$ cat config.mk
export PLATFORM = sky130hd
export DESIGN_NAME = uifc_top
export DESIGN_NICKNAME = d
export VERILOG_FILES = /design/src/core/uifc_top.v /design/src/core/uifc_sync.v
export VERILOG_INCLUDE_DIRS = /design/src /design/src/inc
export SDC_FILE = /design/constraint.sdc
export NUM_CORES = 1
export LEC_CHECK = 0
export CAP_MARGIN = 25
export CORE_MARGIN = 2
export CORE_UTILIZATION = 60
export CTS_CLUSTER_SIZE = 28
export DETAILED_ROUTE_END_ITERATION = 8
export DONT_BUFFER_PORTS = 1
export HOLD_SLACK_MARGIN = 0.15
export MAX_ROUTING_LAYER = met4
export PLACE_DENSITY = 0.8
export SKIP_CTS_REPAIR_TIMING = 1
export SYNTH_ARGS = -nofsm -noshare
export SYNTH_HDL_FRONTEND = slang
export SYNTH_SLANG_ARGS = --single-unit
$ cat constraint.sdc
create_clock -name i_ref_clk -period 5.72 [get_ports i_ref_clk]
set_clock_uncertainty 0.05 [all_clocks]
set_input_delay 0.286 -clock i_ref_clk [delete_from_list [all_inputs] [get_ports i_ref_clk]]
set_output_delay 0.286 -clock i_ref_clk [all_outputs]
set_load 0.1 [all_outputs]
$ cat src/inc/uifc_consts.vh
`ifndef UIFC_CONSTS_VH
`define UIFC_CONSTS_VH

// Register byte offsets on the AXI4-Lite slave
`define UIFC_OFS_MASK      8'h00
`define UIFC_OFS_IDENT     8'h04
`define UIFC_OFS_FIFOCTL   8'h08
`define UIFC_OFS_ENHANCED  8'h0C
`define UIFC_OFS_RXHOLD    8'h10
`define UIFC_OFS_TXHOLD    8'h14
`define UIFC_OFS_MODEM     8'h18
`define UIFC_OFS_GPIO      8'h1C
`define UIFC_OFS_STATUS    8'h20

// Interrupt mask bit positions
`define UIFC_MASK_RECEIVE_READY_PIN_N    0
`define UIFC_MASK_TRANSMIT_READY_PIN_N    1
`define UIFC_MASK_LINE     2
`define UIFC_MASK_MODEM    3
`define UIFC_MASK_XOFF     5
`define UIFC_MASK_RTS      6
`define UIFC_MASK_CTS      7

// FIFO control bit positions
`define UIFC_FC_EN         0
`define UIFC_FC_RXRST      1
`define UIFC_FC_TXRST      2
`define UIFC_FC_DMA        3

// Identification codes, bits 5..0
`define UIFC_ID_LINE       6'h06
`define UIFC_ID_TIMEOUT    6'h0C
`define UIFC_ID_RECEIVE_READY_PIN_N      6'h04
`define UIFC_ID_TRANSMIT_READY_PIN_N      6'h02
`define UIFC_ID_MODEM      6'h00
`define UIFC_ID_GPIO       6'h30
`define UIFC_ID_XOFF       6'h10
`define UIFC_ID_FLOW       6'h20
`define UIFC_ID_NONE       6'h01

// Trigger levels
`define UIFC_TRIG_DEFAULT  7'h01
`define UIFC_TX_TRIG0      7'h08
`define UIFC_TX_TRIG1      7'h10
`define UIFC_TX_TRIG2      7'h20
`define UIFC_TX_TRIG3      7'h38
`define UIFC_RX_TRIG0      7'h08
`define UIFC_RX_TRIG1      7'h10
`define UIFC_RX_TRIG2      7'h38
`define UIFC_RX_TRIG3      7'h3C
`define UIFC_FIFO_DEPTH    7'h40

// Receive timeout: 4 characters plus 12 bits, in bit times
`define UIFC_CHAR_BITS     4'hA
`define UIFC_TO_BITS       8'h34

// AXI response codes
`define UIFC_RESP_OKAY     2'h0
`define UIFC_RESP_SLVERR   2'h2

`endif

$ cat src/core/uifc_top.v
// Function
// - mask bit5 enables Xoff, enhanced-gated write
// - mask bit6 interrupts on RTS rising
// - mask bit7 interrupts on CTS rising
// - identification shows only highest pending source
// - codes for priority levels one to four
// - codes for levels five to eight, none
// - bit0 low while pending, high otherwise
// - line status from error bits, clears
// - timeout four chars plus twelve bits
// - receive ready follows receive trigger level
// - transmit ready from trigger or empty
// - transmit ready cleared by ident read or transmit holding write
// - modem and flow interrupts cleared by read
// - GPIO toggle interrupt, cleared by state read
// - Xoff sets bit4 until Xon; special char sets it until ident read
// - bit5 flow change, needs enhanced enable
// - bits 7:6 show FIFO enable
// - FIFO enable bit gates other bits
// - receive FIFO reset pulse, self clearing
// - transmit FIFO reset pulse, self clearing
// - bit3 selects DMA mode for pins
// - transmit trigger select, enhanced-gated write
// - receive trigger select
// - line interrupt held while errored chars remain
//
// Added by the designer: the register addresses and the AXI4-Lite register port.
`timescale 1ns/1ps
`include "uifc_consts.vh"

module uifc_top (
    // Clock and reset
    input  wire        i_ref_clk,
    input  wire        i_rst,
    // AXI4-Lite slave
    input  wire [7:0]  i_awaddr,
    input  wire        i_awvalid,
    output reg         o_awready,
    input  wire [31:0] i_wdata,
    input  wire [3:0]  i_wstrb,
    input  wire        i_wvalid,
    output reg         o_wready,
    output reg  [1:0]  o_bresp,
    output reg         o_bvalid,
    input  wire        i_bready,
    input  wire [7:0]  i_araddr,
    input  wire        i_arvalid,
    output reg         o_arready,
    output reg  [31:0] o_rdata,
    output reg  [1:0]  o_rresp,
    output reg         o_rvalid,
    input  wire        i_rready,
    // Receive and transmit datapath status
    input  wire [6:0]  i_rx_level,
    input  wire [6:0]  i_tx_level,
    input  wire        i_tx_shift_empty,
    input  wire        i_half_duplex,
    input  wire [7:0]  i_line_status,
    input  wire        i_rx_char_done,
    input  wire        i_bit_tick,
    input  wire        i_xoff_seen,
    input  wire        i_xon_seen,
    input  wire        i_special_seen,
    input  wire [3:0]  i_modem_delta,
    // Pins
    input  wire        i_rts_pin,
    input  wire        i_cts_pin,
    input  wire [1:0]  i_gpio_pin,
    // Outputs to datapath and pins
    output reg         o_rx_fifo_reset,
    output reg         o_tx_fifo_reset,
    output reg         o_rx_read,
    output reg         o_tx_write,
    output reg  [7:0]  o_tx_data,
    output reg         o_fifo_enable,
    output reg         o_dma_mode,
    output reg         o_transmit_ready_pin_n,
    output reg         o_receive_ready_pin_n,
    output reg         o_irq
);

    // Synchronised pins
    wire       rts_s;
    wire       cts_s;
    wire [1:0] gpio_s;

    uifc_sync #(.W(4)) u_sync (
        .i_ref_clk (i_ref_clk),
        .i_rst     (i_rst),
        .i_async   ({i_gpio_pin, i_cts_pin, i_rts_pin}),
        .o_sync    ({gpio_s, cts_s, rts_s})
    );

    // Software state
    reg [7:0]  interrupt_mask_reg;
    reg        enhanced_reg;
    reg        fifo_en_reg;
    reg        dma_reg;
    reg [1:0]  tx_sel_reg;
    reg [1:0]  rx_sel_reg;
    // Pin history and sticky events
    reg        rts_d_reg;
    reg        cts_d_reg;
    reg [1:0]  gpio_d_reg;
    reg [1:0]  gpio_state_reg;
    reg        flow_reg;
    reg        modem_reg;
    reg        gpio_int_reg;
    reg        xoff_reg;
    reg        special_reg;
    reg        tx_int_reg;
    reg        tx_ready_d_reg;
    reg        timeout_reg;
    reg [7:0]  to_cnt_reg;
    // Bus state
    reg        aw_hold_reg;
    reg        w_hold_reg;
    reg [7:0]  aw_addr_reg;
    reg [31:0] w_data_reg;
    reg [3:0]  w_strb_reg;

    // Trigger decode
    reg [6:0] tx_trig;
    reg [6:0] rx_trig;
    always @* begin
        if (!fifo_en_reg) begin
            tx_trig = `UIFC_TRIG_DEFAULT;
            rx_trig = `UIFC_TRIG_DEFAULT;
        end else begin
            case (tx_sel_reg)
                2'h0:    tx_trig = `UIFC_TX_TRIG0;
                2'h1:    tx_trig = `UIFC_TX_TRIG1;
                2'h2:    tx_trig = `UIFC_TX_TRIG2;
                default: tx_trig = `UIFC_TX_TRIG3;
            endcase
            case (rx_sel_reg)
                2'h0:    rx_trig = `UIFC_RX_TRIG0;
                2'h1:    rx_trig = `UIFC_RX_TRIG1;
                2'h2:    rx_trig = `UIFC_RX_TRIG2;
                default: rx_trig = `UIFC_RX_TRIG3;
            endcase
        end
    end

    // Level-derived sources
    wire [6:0] tx_space   = `UIFC_FIFO_DEPTH - i_tx_level;
    wire       rx_int     = i_rx_level >= rx_trig;
    // Half-duplex waits for shifter too, so direction flips after last bit
    wire       tx_empty   = (i_tx_level == 7'h00) && (!i_half_duplex || i_tx_shift_empty);
    wire       tx_ready   = (tx_space >= tx_trig) || tx_empty;
    // Line status bit 7 stays set while errored characters remain
    wire       line_int   = |{i_line_status[7], i_line_status[4:1]};

    // Enabled pending sources, priority order
    wire p_line  = line_int && interrupt_mask_reg[`UIFC_MASK_LINE];
    wire p_to    = timeout_reg && interrupt_mask_reg[`UIFC_MASK_RECEIVE_READY_PIN_N];
    wire p_rx    = rx_int && interrupt_mask_reg[`UIFC_MASK_RECEIVE_READY_PIN_N];
    wire p_tx    = tx_int_reg && interrupt_mask_reg[`UIFC_MASK_TRANSMIT_READY_PIN_N];
    wire p_modem = modem_reg && interrupt_mask_reg[`UIFC_MASK_MODEM];
    wire p_gpio  = gpio_int_reg;
    wire p_xoff  = (xoff_reg || special_reg) && enhanced_reg;
    wire p_flow  = flow_reg && enhanced_reg;

    reg [5:0] ident_code;
    always @* begin
        if (p_line)       ident_code = `UIFC_ID_LINE;
        else if (p_to)    ident_code = `UIFC_ID_TIMEOUT;
        else if (p_rx)    ident_code = `UIFC_ID_RECEIVE_READY_PIN_N;
        else if (p_tx)    ident_code = `UIFC_ID_TRANSMIT_READY_PIN_N;
        else if (p_modem) ident_code = `UIFC_ID_MODEM;
        else if (p_gpio)  ident_code = `UIFC_ID_GPIO;
        else if (p_xoff)  ident_code = `UIFC_ID_XOFF;
        else if (p_flow)  ident_code = `UIFC_ID_FLOW;
        else              ident_code = `UIFC_ID_NONE;
    end
    wire [7:0] ident_value = {fifo_en_reg, fifo_en_reg, ident_code};

    // Write channel: address and data taken in either order
    wire [7:0]  wr_addr  = aw_hold_reg ? aw_addr_reg : i_awaddr;
    wire [31:0] wr_data  = w_hold_reg ? w_data_reg : i_wdata;
    wire [3:0]  wr_strb  = w_hold_reg ? w_strb_reg : i_wstrb;
    wire        aw_have  = aw_hold_reg || (i_awvalid && o_awready);
    wire        w_have   = w_hold_reg || (i_wvalid && o_wready);
    wire        wr_fire  = aw_have && w_have && !o_bvalid;
    wire        wr_lane0 = wr_fire && wr_strb[0];
    wire        rd_fire  = i_arvalid && o_arready;

    wire wr_mask   = wr_lane0 && (wr_addr == `UIFC_OFS_MASK);
    wire wr_fctl   = wr_lane0 && (wr_addr == `UIFC_OFS_FIFOCTL);
    wire wr_enh    = wr_lane0 && (wr_addr == `UIFC_OFS_ENHANCED);
    wire wr_tx     = wr_lane0 && (wr_addr == `UIFC_OFS_TXHOLD);
    wire rd_ident  = rd_fire && (i_araddr == `UIFC_OFS_IDENT);
    wire rd_rxhold = rd_fire && (i_araddr == `UIFC_OFS_RXHOLD);
    wire rd_modem  = rd_fire && (i_araddr == `UIFC_OFS_MODEM);
    wire rd_gpio   = rd_fire && (i_araddr == `UIFC_OFS_GPIO);
    wire wr_known  = (wr_addr == `UIFC_OFS_MASK) || (wr_addr == `UIFC_OFS_FIFOCTL)
                  || (wr_addr == `UIFC_OFS_ENHANCED) || (wr_addr == `UIFC_OFS_TXHOLD);

    reg [31:0] rd_value;
    reg        rd_ok;
    always @* begin
        rd_ok = 1'b1;
        case (i_araddr)
            `UIFC_OFS_MASK:     rd_value = {24'h000000, interrupt_mask_reg};
            `UIFC_OFS_IDENT:    rd_value = {24'h000000, ident_value};
            `UIFC_OFS_ENHANCED: rd_value = {31'h00000000, enhanced_reg};
            `UIFC_OFS_RXHOLD:   rd_value = 32'h00000000;
            `UIFC_OFS_MODEM:    rd_value = {28'h0000000, i_modem_delta};
            `UIFC_OFS_GPIO:     rd_value = {30'h00000000, gpio_s};
            `UIFC_OFS_STATUS:   rd_value = {16'h0000, 1'b0, i_rx_level, 1'b0, i_tx_level};
            default: begin
                rd_value = 32'h00000000;
                rd_ok    = 1'b0;
            end
        endcase
    end

    wire fctl_en = wr_data[`UIFC_FC_EN];

    always @(posedge i_ref_clk) begin
        if (i_rst) begin
            o_awready          <= 1'b0;
            o_wready           <= 1'b0;
            o_bvalid           <= 1'b0;
            o_bresp            <= `UIFC_RESP_OKAY;
            o_arready          <= 1'b0;
            o_rvalid           <= 1'b0;
            o_rresp            <= `UIFC_RESP_OKAY;
            o_rdata            <= 32'h00000000;
            aw_hold_reg        <= 1'b0;
            w_hold_reg         <= 1'b0;
            aw_addr_reg        <= 8'h00;
            w_data_reg         <= 32'h00000000;
            w_strb_reg         <= 4'h0;
            interrupt_mask_reg <= 8'h00;
            enhanced_reg       <= 1'b0;
            fifo_en_reg        <= 1'b0;
            dma_reg            <= 1'b0;
            tx_sel_reg         <= 2'h0;
            rx_sel_reg         <= 2'h0;
            o_rx_fifo_reset    <= 1'b0;
            o_tx_fifo_reset    <= 1'b0;
            o_rx_read          <= 1'b0;
            o_tx_write         <= 1'b0;
            o_tx_data          <= 8'h00;
        end else begin
            // Bus handshakes
            o_awready <= !aw_have && !o_bvalid;
            o_wready  <= !w_have && !o_bvalid;
            if (i_awvalid && o_awready) begin
                aw_hold_reg <= 1'b1;
                aw_addr_reg <= i_awaddr;
            end
            if (i_wvalid && o_wready) begin
                w_hold_reg <= 1'b1;
                w_data_reg <= i_wdata;
                w_strb_reg <= i_wstrb;
            end
            if (wr_fire) begin
                aw_hold_reg <= 1'b0;
                w_hold_reg  <= 1'b0;
                o_awready   <= 1'b0;
                o_wready    <= 1'b0;
                o_bvalid    <= 1'b1;
                o_bresp     <= wr_known ? `UIFC_RESP_OKAY : `UIFC_RESP_SLVERR;
            end else if (o_bvalid && i_bready) begin
                o_bvalid <= 1'b0;
            end
            o_arready <= !o_rvalid && !o_arready;
            if (rd_fire) begin
                o_arready <= 1'b0;
                o_rvalid  <= 1'b1;
                o_rdata   <= rd_value;
                o_rresp   <= rd_ok ? `UIFC_RESP_OKAY : `UIFC_RESP_SLVERR;
            end else if (o_rvalid && i_rready) begin
                o_rvalid <= 1'b0;
            end
            // Register writes
            if (wr_enh)
                enhanced_reg <= wr_data[4];
            if (wr_mask) begin
                interrupt_mask_reg[3:0] <= wr_data[3:0];
                if (enhanced_reg)
                    interrupt_mask_reg[7:4] <= wr_data[7:4];
            end
            o_rx_fifo_reset <= wr_fctl && fctl_en && wr_data[`UIFC_FC_RXRST];
            o_tx_fifo_reset <= wr_fctl && fctl_en && wr_data[`UIFC_FC_TXRST];
            if (wr_fctl) begin
                fifo_en_reg <= fctl_en;
                if (fctl_en) begin
                    dma_reg    <= wr_data[`UIFC_FC_DMA];
                    rx_sel_reg <= wr_data[7:6];
                    if (enhanced_reg)
                        tx_sel_reg <= wr_data[5:4];
                end
            end
            o_rx_read  <= rd_rxhold;
            o_tx_write <= wr_tx;
            if (wr_tx)
                o_tx_data <= wr_data[7:0];
        end
    end

    // Interrupt sources; set wins over clear, except timeout, whose count a receive holding read restarts
    always @(posedge i_ref_clk) begin
        if (i_rst) begin
            rts_d_reg      <= 1'b0;
            cts_d_reg      <= 1'b0;
            gpio_d_reg     <= 2'h0;
            gpio_state_reg <= 2'h0;
            flow_reg       <= 1'b0;
            modem_reg      <= 1'b0;
            gpio_int_reg   <= 1'b0;
            xoff_reg       <= 1'b0;
            special_reg    <= 1'b0;
            tx_int_reg     <= 1'b0;
            tx_ready_d_reg <= 1'b0;
            timeout_reg    <= 1'b0;
            to_cnt_reg     <= 8'h00;
        end else begin
            rts_d_reg      <= rts_s;
            cts_d_reg      <= cts_s;
            gpio_d_reg     <= gpio_s;
            tx_ready_d_reg <= tx_ready;
            if (rd_gpio)
                gpio_state_reg <= gpio_s;
            if ((rts_s && !rts_d_reg && interrupt_mask_reg[`UIFC_MASK_RTS])
                || (cts_s && !cts_d_reg && interrupt_mask_reg[`UIFC_MASK_CTS]))
                flow_reg <= 1'b1;
            else if (rd_modem)
                flow_reg <= 1'b0;
            if (|i_modem_delta)
                modem_reg <= 1'b1;
            else if (rd_modem)
                modem_reg <= 1'b0;
            if (|(gpio_s ^ gpio_d_reg))
                gpio_int_reg <= 1'b1;
            else if (rd_gpio)
                gpio_int_reg <= 1'b0;
            if (i_xoff_seen && interrupt_mask_reg[`UIFC_MASK_XOFF])
                xoff_reg <= 1'b1;
            else if (i_xon_seen)
                xoff_reg <= 1'b0;
            if (i_special_seen && interrupt_mask_reg[`UIFC_MASK_XOFF])
                special_reg <= 1'b1;
            else if (rd_ident)
                special_reg <= 1'b0;
            // Only a fresh transmit-ready condition re-arms after a clear
            if (tx_ready && !tx_ready_d_reg)
                tx_int_reg <= 1'b1;
            else if (rd_ident || wr_tx || !tx_ready)
                tx_int_reg <= 1'b0;
            // Timer restarts on any received character or receive holding read
            if (i_rx_char_done || rd_rxhold || i_rx_level == 7'h00) begin
                to_cnt_reg <= 8'h00;
            end else if (i_bit_tick && to_cnt_reg != `UIFC_TO_BITS) begin
                to_cnt_reg <= to_cnt_reg + 8'h01;
                if (to_cnt_reg == `UIFC_TO_BITS - 8'h01)
                    timeout_reg <= 1'b1;
            end
            if (rd_rxhold && !(i_bit_tick && to_cnt_reg == `UIFC_TO_BITS - 8'h01))
                timeout_reg <= 1'b0;
        end
    end

    // Pins and interrupt output
    always @(posedge i_ref_clk) begin
        if (i_rst) begin
            o_fifo_enable          <= 1'b0;
            o_dma_mode             <= 1'b0;
            o_transmit_ready_pin_n <= 1'b1;
            o_receive_ready_pin_n  <= 1'b1;
            o_irq                  <= 1'b0;
        end else begin
            o_fifo_enable <= fifo_en_reg;
            o_dma_mode    <= dma_reg;
            // DMA mode uses trigger levels; normal mode single character
            if (dma_reg) begin
                o_transmit_ready_pin_n <= !tx_ready;
                o_receive_ready_pin_n  <= !(rx_int || timeout_reg);
            end else begin
                o_transmit_ready_pin_n <= i_tx_level != 7'h00;
                o_receive_ready_pin_n  <= i_rx_level == 7'h00;
            end
            o_irq <= ident_code != `UIFC_ID_NONE;
        end
    end

endmodule // uifc_top

$ cat src/core/uifc_sync.v
`timescale 1ns/1ps

module uifc_sync #(
    parameter W = 1
) (
    // Clock and reset
    input  wire         i_ref_clk,
    input  wire         i_rst,
    // Data
    input  wire [W-1:0] i_async,
    output wire [W-1:0] o_sync
);

    reg [W-1:0] meta_reg;
    reg [W-1:0] sync_reg;

    always @(posedge i_ref_clk) begin
        if (i_rst) begin
            meta_reg <= {W{1'b0}};
            sync_reg <= {W{1'b0}};
        end else begin
            meta_reg <= i_async;
            sync_reg <= meta_reg;
        end
    end

    assign o_sync = sync_reg;

endmodule // uifc_sync

==> results_dict.tcl <==
set metrics [dict create \
    run_status "complete, no violations" \
    final_routed_wirelength_mm 11.46 \
    period_share 0.5155 \
    critical_path_cell_count 5 \
    routed_wire_length_per_instance_um 17.06 \
    critical_path.reg2reg.endpoint "o_tx_data[3]$_SDFFE_PP0P_" \
    path_max_fanout 17 \
    io-pin-count 154 \
    synthCells 531 \
    fp.dieW_um 92.57 \
    avgSynthCellArea_um2 8.864 \
    setup_tns_ps 0 \
    cp_num_buf_inv 0 \
    post-synth-top-area-fraction 0.4296 \
    min-delay-path-class "input port to register" \
    remaining_drc_errors 0 \
    finalSetupViolations 0 \
    gp_routability_congestion 0.9154 \
    synthArstFlopShare 0 \
    path_class "register to register" \
    die_h_um 92.57 \
    start_kind "register" \
    port_buffers 0 \
    critPathTopFamily "compound AO/OA/AOI/OAI gates" \
    timing.final.crit_period_ps 2949 \
    area_growth_syn_to_layout_pct 14.22 \
    total_gr_overflow 0 \
    min-delay-start "i_bit_tick" \
    vdd_ir_drop_max_mv 0.1757 \
    cts_buffer_depth 2 \
    pin_count_of_the_biggest_net_entering_global_routing 91 \
    grt_pass1_wl_mm 16.82 \
    top_area_cells_in_the_synthesized_netlist "sky130_fd_sc_hd__dfxtp_1 (43%), sky130_fd_sc_hd__mux2i_1 (4.9%), sky130_fd_sc_hd__nand2_1 (4.5%)" \
    clkLatencyLatePin_ps 360 \
    leakage_nw 1.887 \
    detail_route.vias_per_cell 6.012 \
    floorplan.initialDensity 0.6155 \
    vias 4040 \
    critical_path.cell_chain "nand4b_1 > a211o_1 > a2111oi_4 > nor2_1 > a211oi_1" \
    synth-main-ff-cell "sky130_fd_sc_hd__dfxtp_1" \
    stdcell_area_um2 5376 \
    synthDominantAreaCellType "sky130_fd_sc_hd__dfxtp_1" \
    first_global_vias 3584 \
    postRouteAntennaNets 0 \
    fill_cells 608 \
    worst_setup_hold_path_clk_slew_ps 100 \
    reg2regPathDepth 5 \
    regToRegStartpoint "o_wready$_SDFF_PP0_" \
    core_region_area_um2 7647 \
    registers.top_by_ff_count "o_rdata" \
    number_of_synthesized_register_bits 101 \
    clk_root_buffer_cell "sky130_fd_sc_hd__clkbuf_8" \
    synth_enable_flop_cells 0 \
    dp_hpwl_mm 7.571 \
    cp_slowest_cell "sky130_fd_sc_hd__dfxtp_1" \
    worst_pin_slew_ps 1036 \
    cp.arrival_ps 3150 \
    critPathLaunch "o_wready$_SDFF_PP0_" \
    yosys_warnings 0 \
    largest_register_ffs 15 \
    placed_cell_area_um2 4672 \
    power-per-cell-area_nw_per_um2 266.5 \
    cap_viol_max_count 0 \
    report.final.hold_viol_count 0 \
    timing.slew.headroom 0.3084 \
    antenna_cells 0 \
    layout.nets 675 \
    drt_pre_antenna_iters 4 \
    grtUsageTotal 0.2507 \
    design.die.area_um2 8569 \
    timing.critical_path.to "o_tx_data[3]$_SDFFE_PP0P_" \
    final_layout_size_suffix_gt1_frac 0.06667 \
    cts-buffers-inserted 9 \
    ff2ff_setup_slack_ps 2770 \
    post_synth_instance_area_um2 4707 \
    maxClockFrequency_mhz 339.1 \
    grt_setup_unrepaired "no" \
    timing.critical_path.slowest_cell_delay_ps 1000 \
    antenna_violations_before_repair 0 \
    cts.sinks 101 \
    final_max_slew_viol_count 0 \
    synth.distinct_cells 60 \
    rows 32 \
    drt-initial-drc-count 264 \
    cts_tree "built" \
    proportion_of_synthesized_chip_area_in_sequential_cells 0.4296 \
    finish.utilization 0.7030 \
    cp_data_required_time_ps 5920 \
    h_tree_lvl_count 3 \
    cp-end-kind "register" \
]
## how the worst min path moves through the flow
stage	endpoint	cells past startpoint
floorplan	tx_int_reg$_SDFFE_PP0P_	1
global placement	o_tx_data[7]$_SDFFE_PP0P_	1
detailed placement	o_tx_data[7]$_SDFFE_PP0P_	1
CTS	aw_addr_reg[3]$_SDFFE_PP0P_	1
global route	enhanced_reg$_SDFFE_PP0P_	2
finish	to_cnt_reg[4]$_SDFFE_PP0P_	3
## routing by layer
metal  up-vias  GRT usage  share of wire
li1       1932          -              -
met1      1903     0.3121           0.43
met2       185     0.4082           0.48
met3        20    0.05370          0.076
met4         0    0.08209          0.018
met5         -          -              0
## layout by cell type, fill, tap and decap left out, drive strengths merged, types with 8 or more instances in the layout
cell type	count
conb	19
nor3	10
dfxtp	101
clkbuf	10
nand2	56
nor4	16
nand3	20
a21oi	39
o21ai	12
ha	14
a22oi	11
nor2	52
mux2i	23
nand2b	8
nor2b	15
a211oi	18
inv	14
xnor2	8
dlygate4sd3	44
## synthesized netlist by cell type, types with 4 or more instances
library cell and number:
sky130_fd_sc_hd__a211oi_1 17, sky130_fd_sc_hd__nand4_1 4, sky130_fd_sc_hd__o31ai_1 4, sky130_fd_sc_hd__ha_1 14, sky130_fd_sc_hd__nand2b_1 8, sky130_fd_sc_hd__mux2i_1 23
sky130_fd_sc_hd__nor4_1 15, sky130_fd_sc_hd__buf_4 19, sky130_fd_sc_hd__a21oi_1 39, sky130_fd_sc_hd__nand2_1 56, sky130_fd_sc_hd__or2_2 4, sky130_fd_sc_hd__clkbuf_1 17
sky130_fd_sc_hd__dfxtp_1 101, sky130_fd_sc_hd__a22oi_1 11, sky130_fd_sc_hd__nand3b_1 5, sky130_fd_sc_hd__nand3_1 20, sky130_fd_sc_hd__nor3_1 10, sky130_fd_sc_hd__nor2b_1 15
sky130_fd_sc_hd__xnor2_1 8, sky130_fd_sc_hd__nor2_1 52, sky130_fd_sc_hd__o21ai_0 12, sky130_fd_sc_hd__inv_1 13, sky130_fd_sc_hd__buf_2 4, sky130_fd_sc_hd__xor2_1 5
## cell type report
class / count / area [um2] / share of cell area
Inverter: 13 / 48.80 / 0.009076
Multi-Input combinational cell: 392 / 2459 / 0.4573
Clock inverter: 6 / 71.32 / 0.01327
Clock buffer: 10 / 137.6 / 0.02560
Sequential cell: 101 / 2022 / 0.3761
Timing Repair Buffer: 48 / 510.5 / 0.09495
Tap cell: 102 / 127.6 / 0.02374
## cells by family after synthesis
group           Yosys count  synth area share
buf+inv                  56           0.06247
flops                   101            0.4296
mux                      26           0.05609
fa+ha+maj                14           0.03721
other cells               1         0.0007967
xor+xnor                 13           0.02419
simple gates            207            0.2209
compound gates          113            0.1688
## worst register-to-register path, delay by kind of cell, from the launching register on
kind / cells / cell delay (ps)
AO/OA/AOI/OAI: 3 / 1530
flip-flops: 1 / 1000
AND/OR/NAND/NOR: 2 / 280
## where the power goes
| part | switching, mW | internal, mW |
|---|---|---|
| clock network | 0.253 | 0.218 |
| logic | 0.131 | 0.0639 |
| registers | 0.0446 | 0.722 |
| total | 0.429 | 1.00 |
## stage by stage
step	worst slack, ps	hold WS, ps	total power [mW]	instances
after floorplan	3017	343.1	0.9379	549
after global placement	2894	316.8	0.9323	610
after detailed placement	2794	314.7	0.9374	610
after CTS	2792	-69.71	1.400	626
after global routing	2589	154.4	1.480	672
final	2771	133.8	1.433	672
Note: power is estimated with default switching activity, not from simulation.
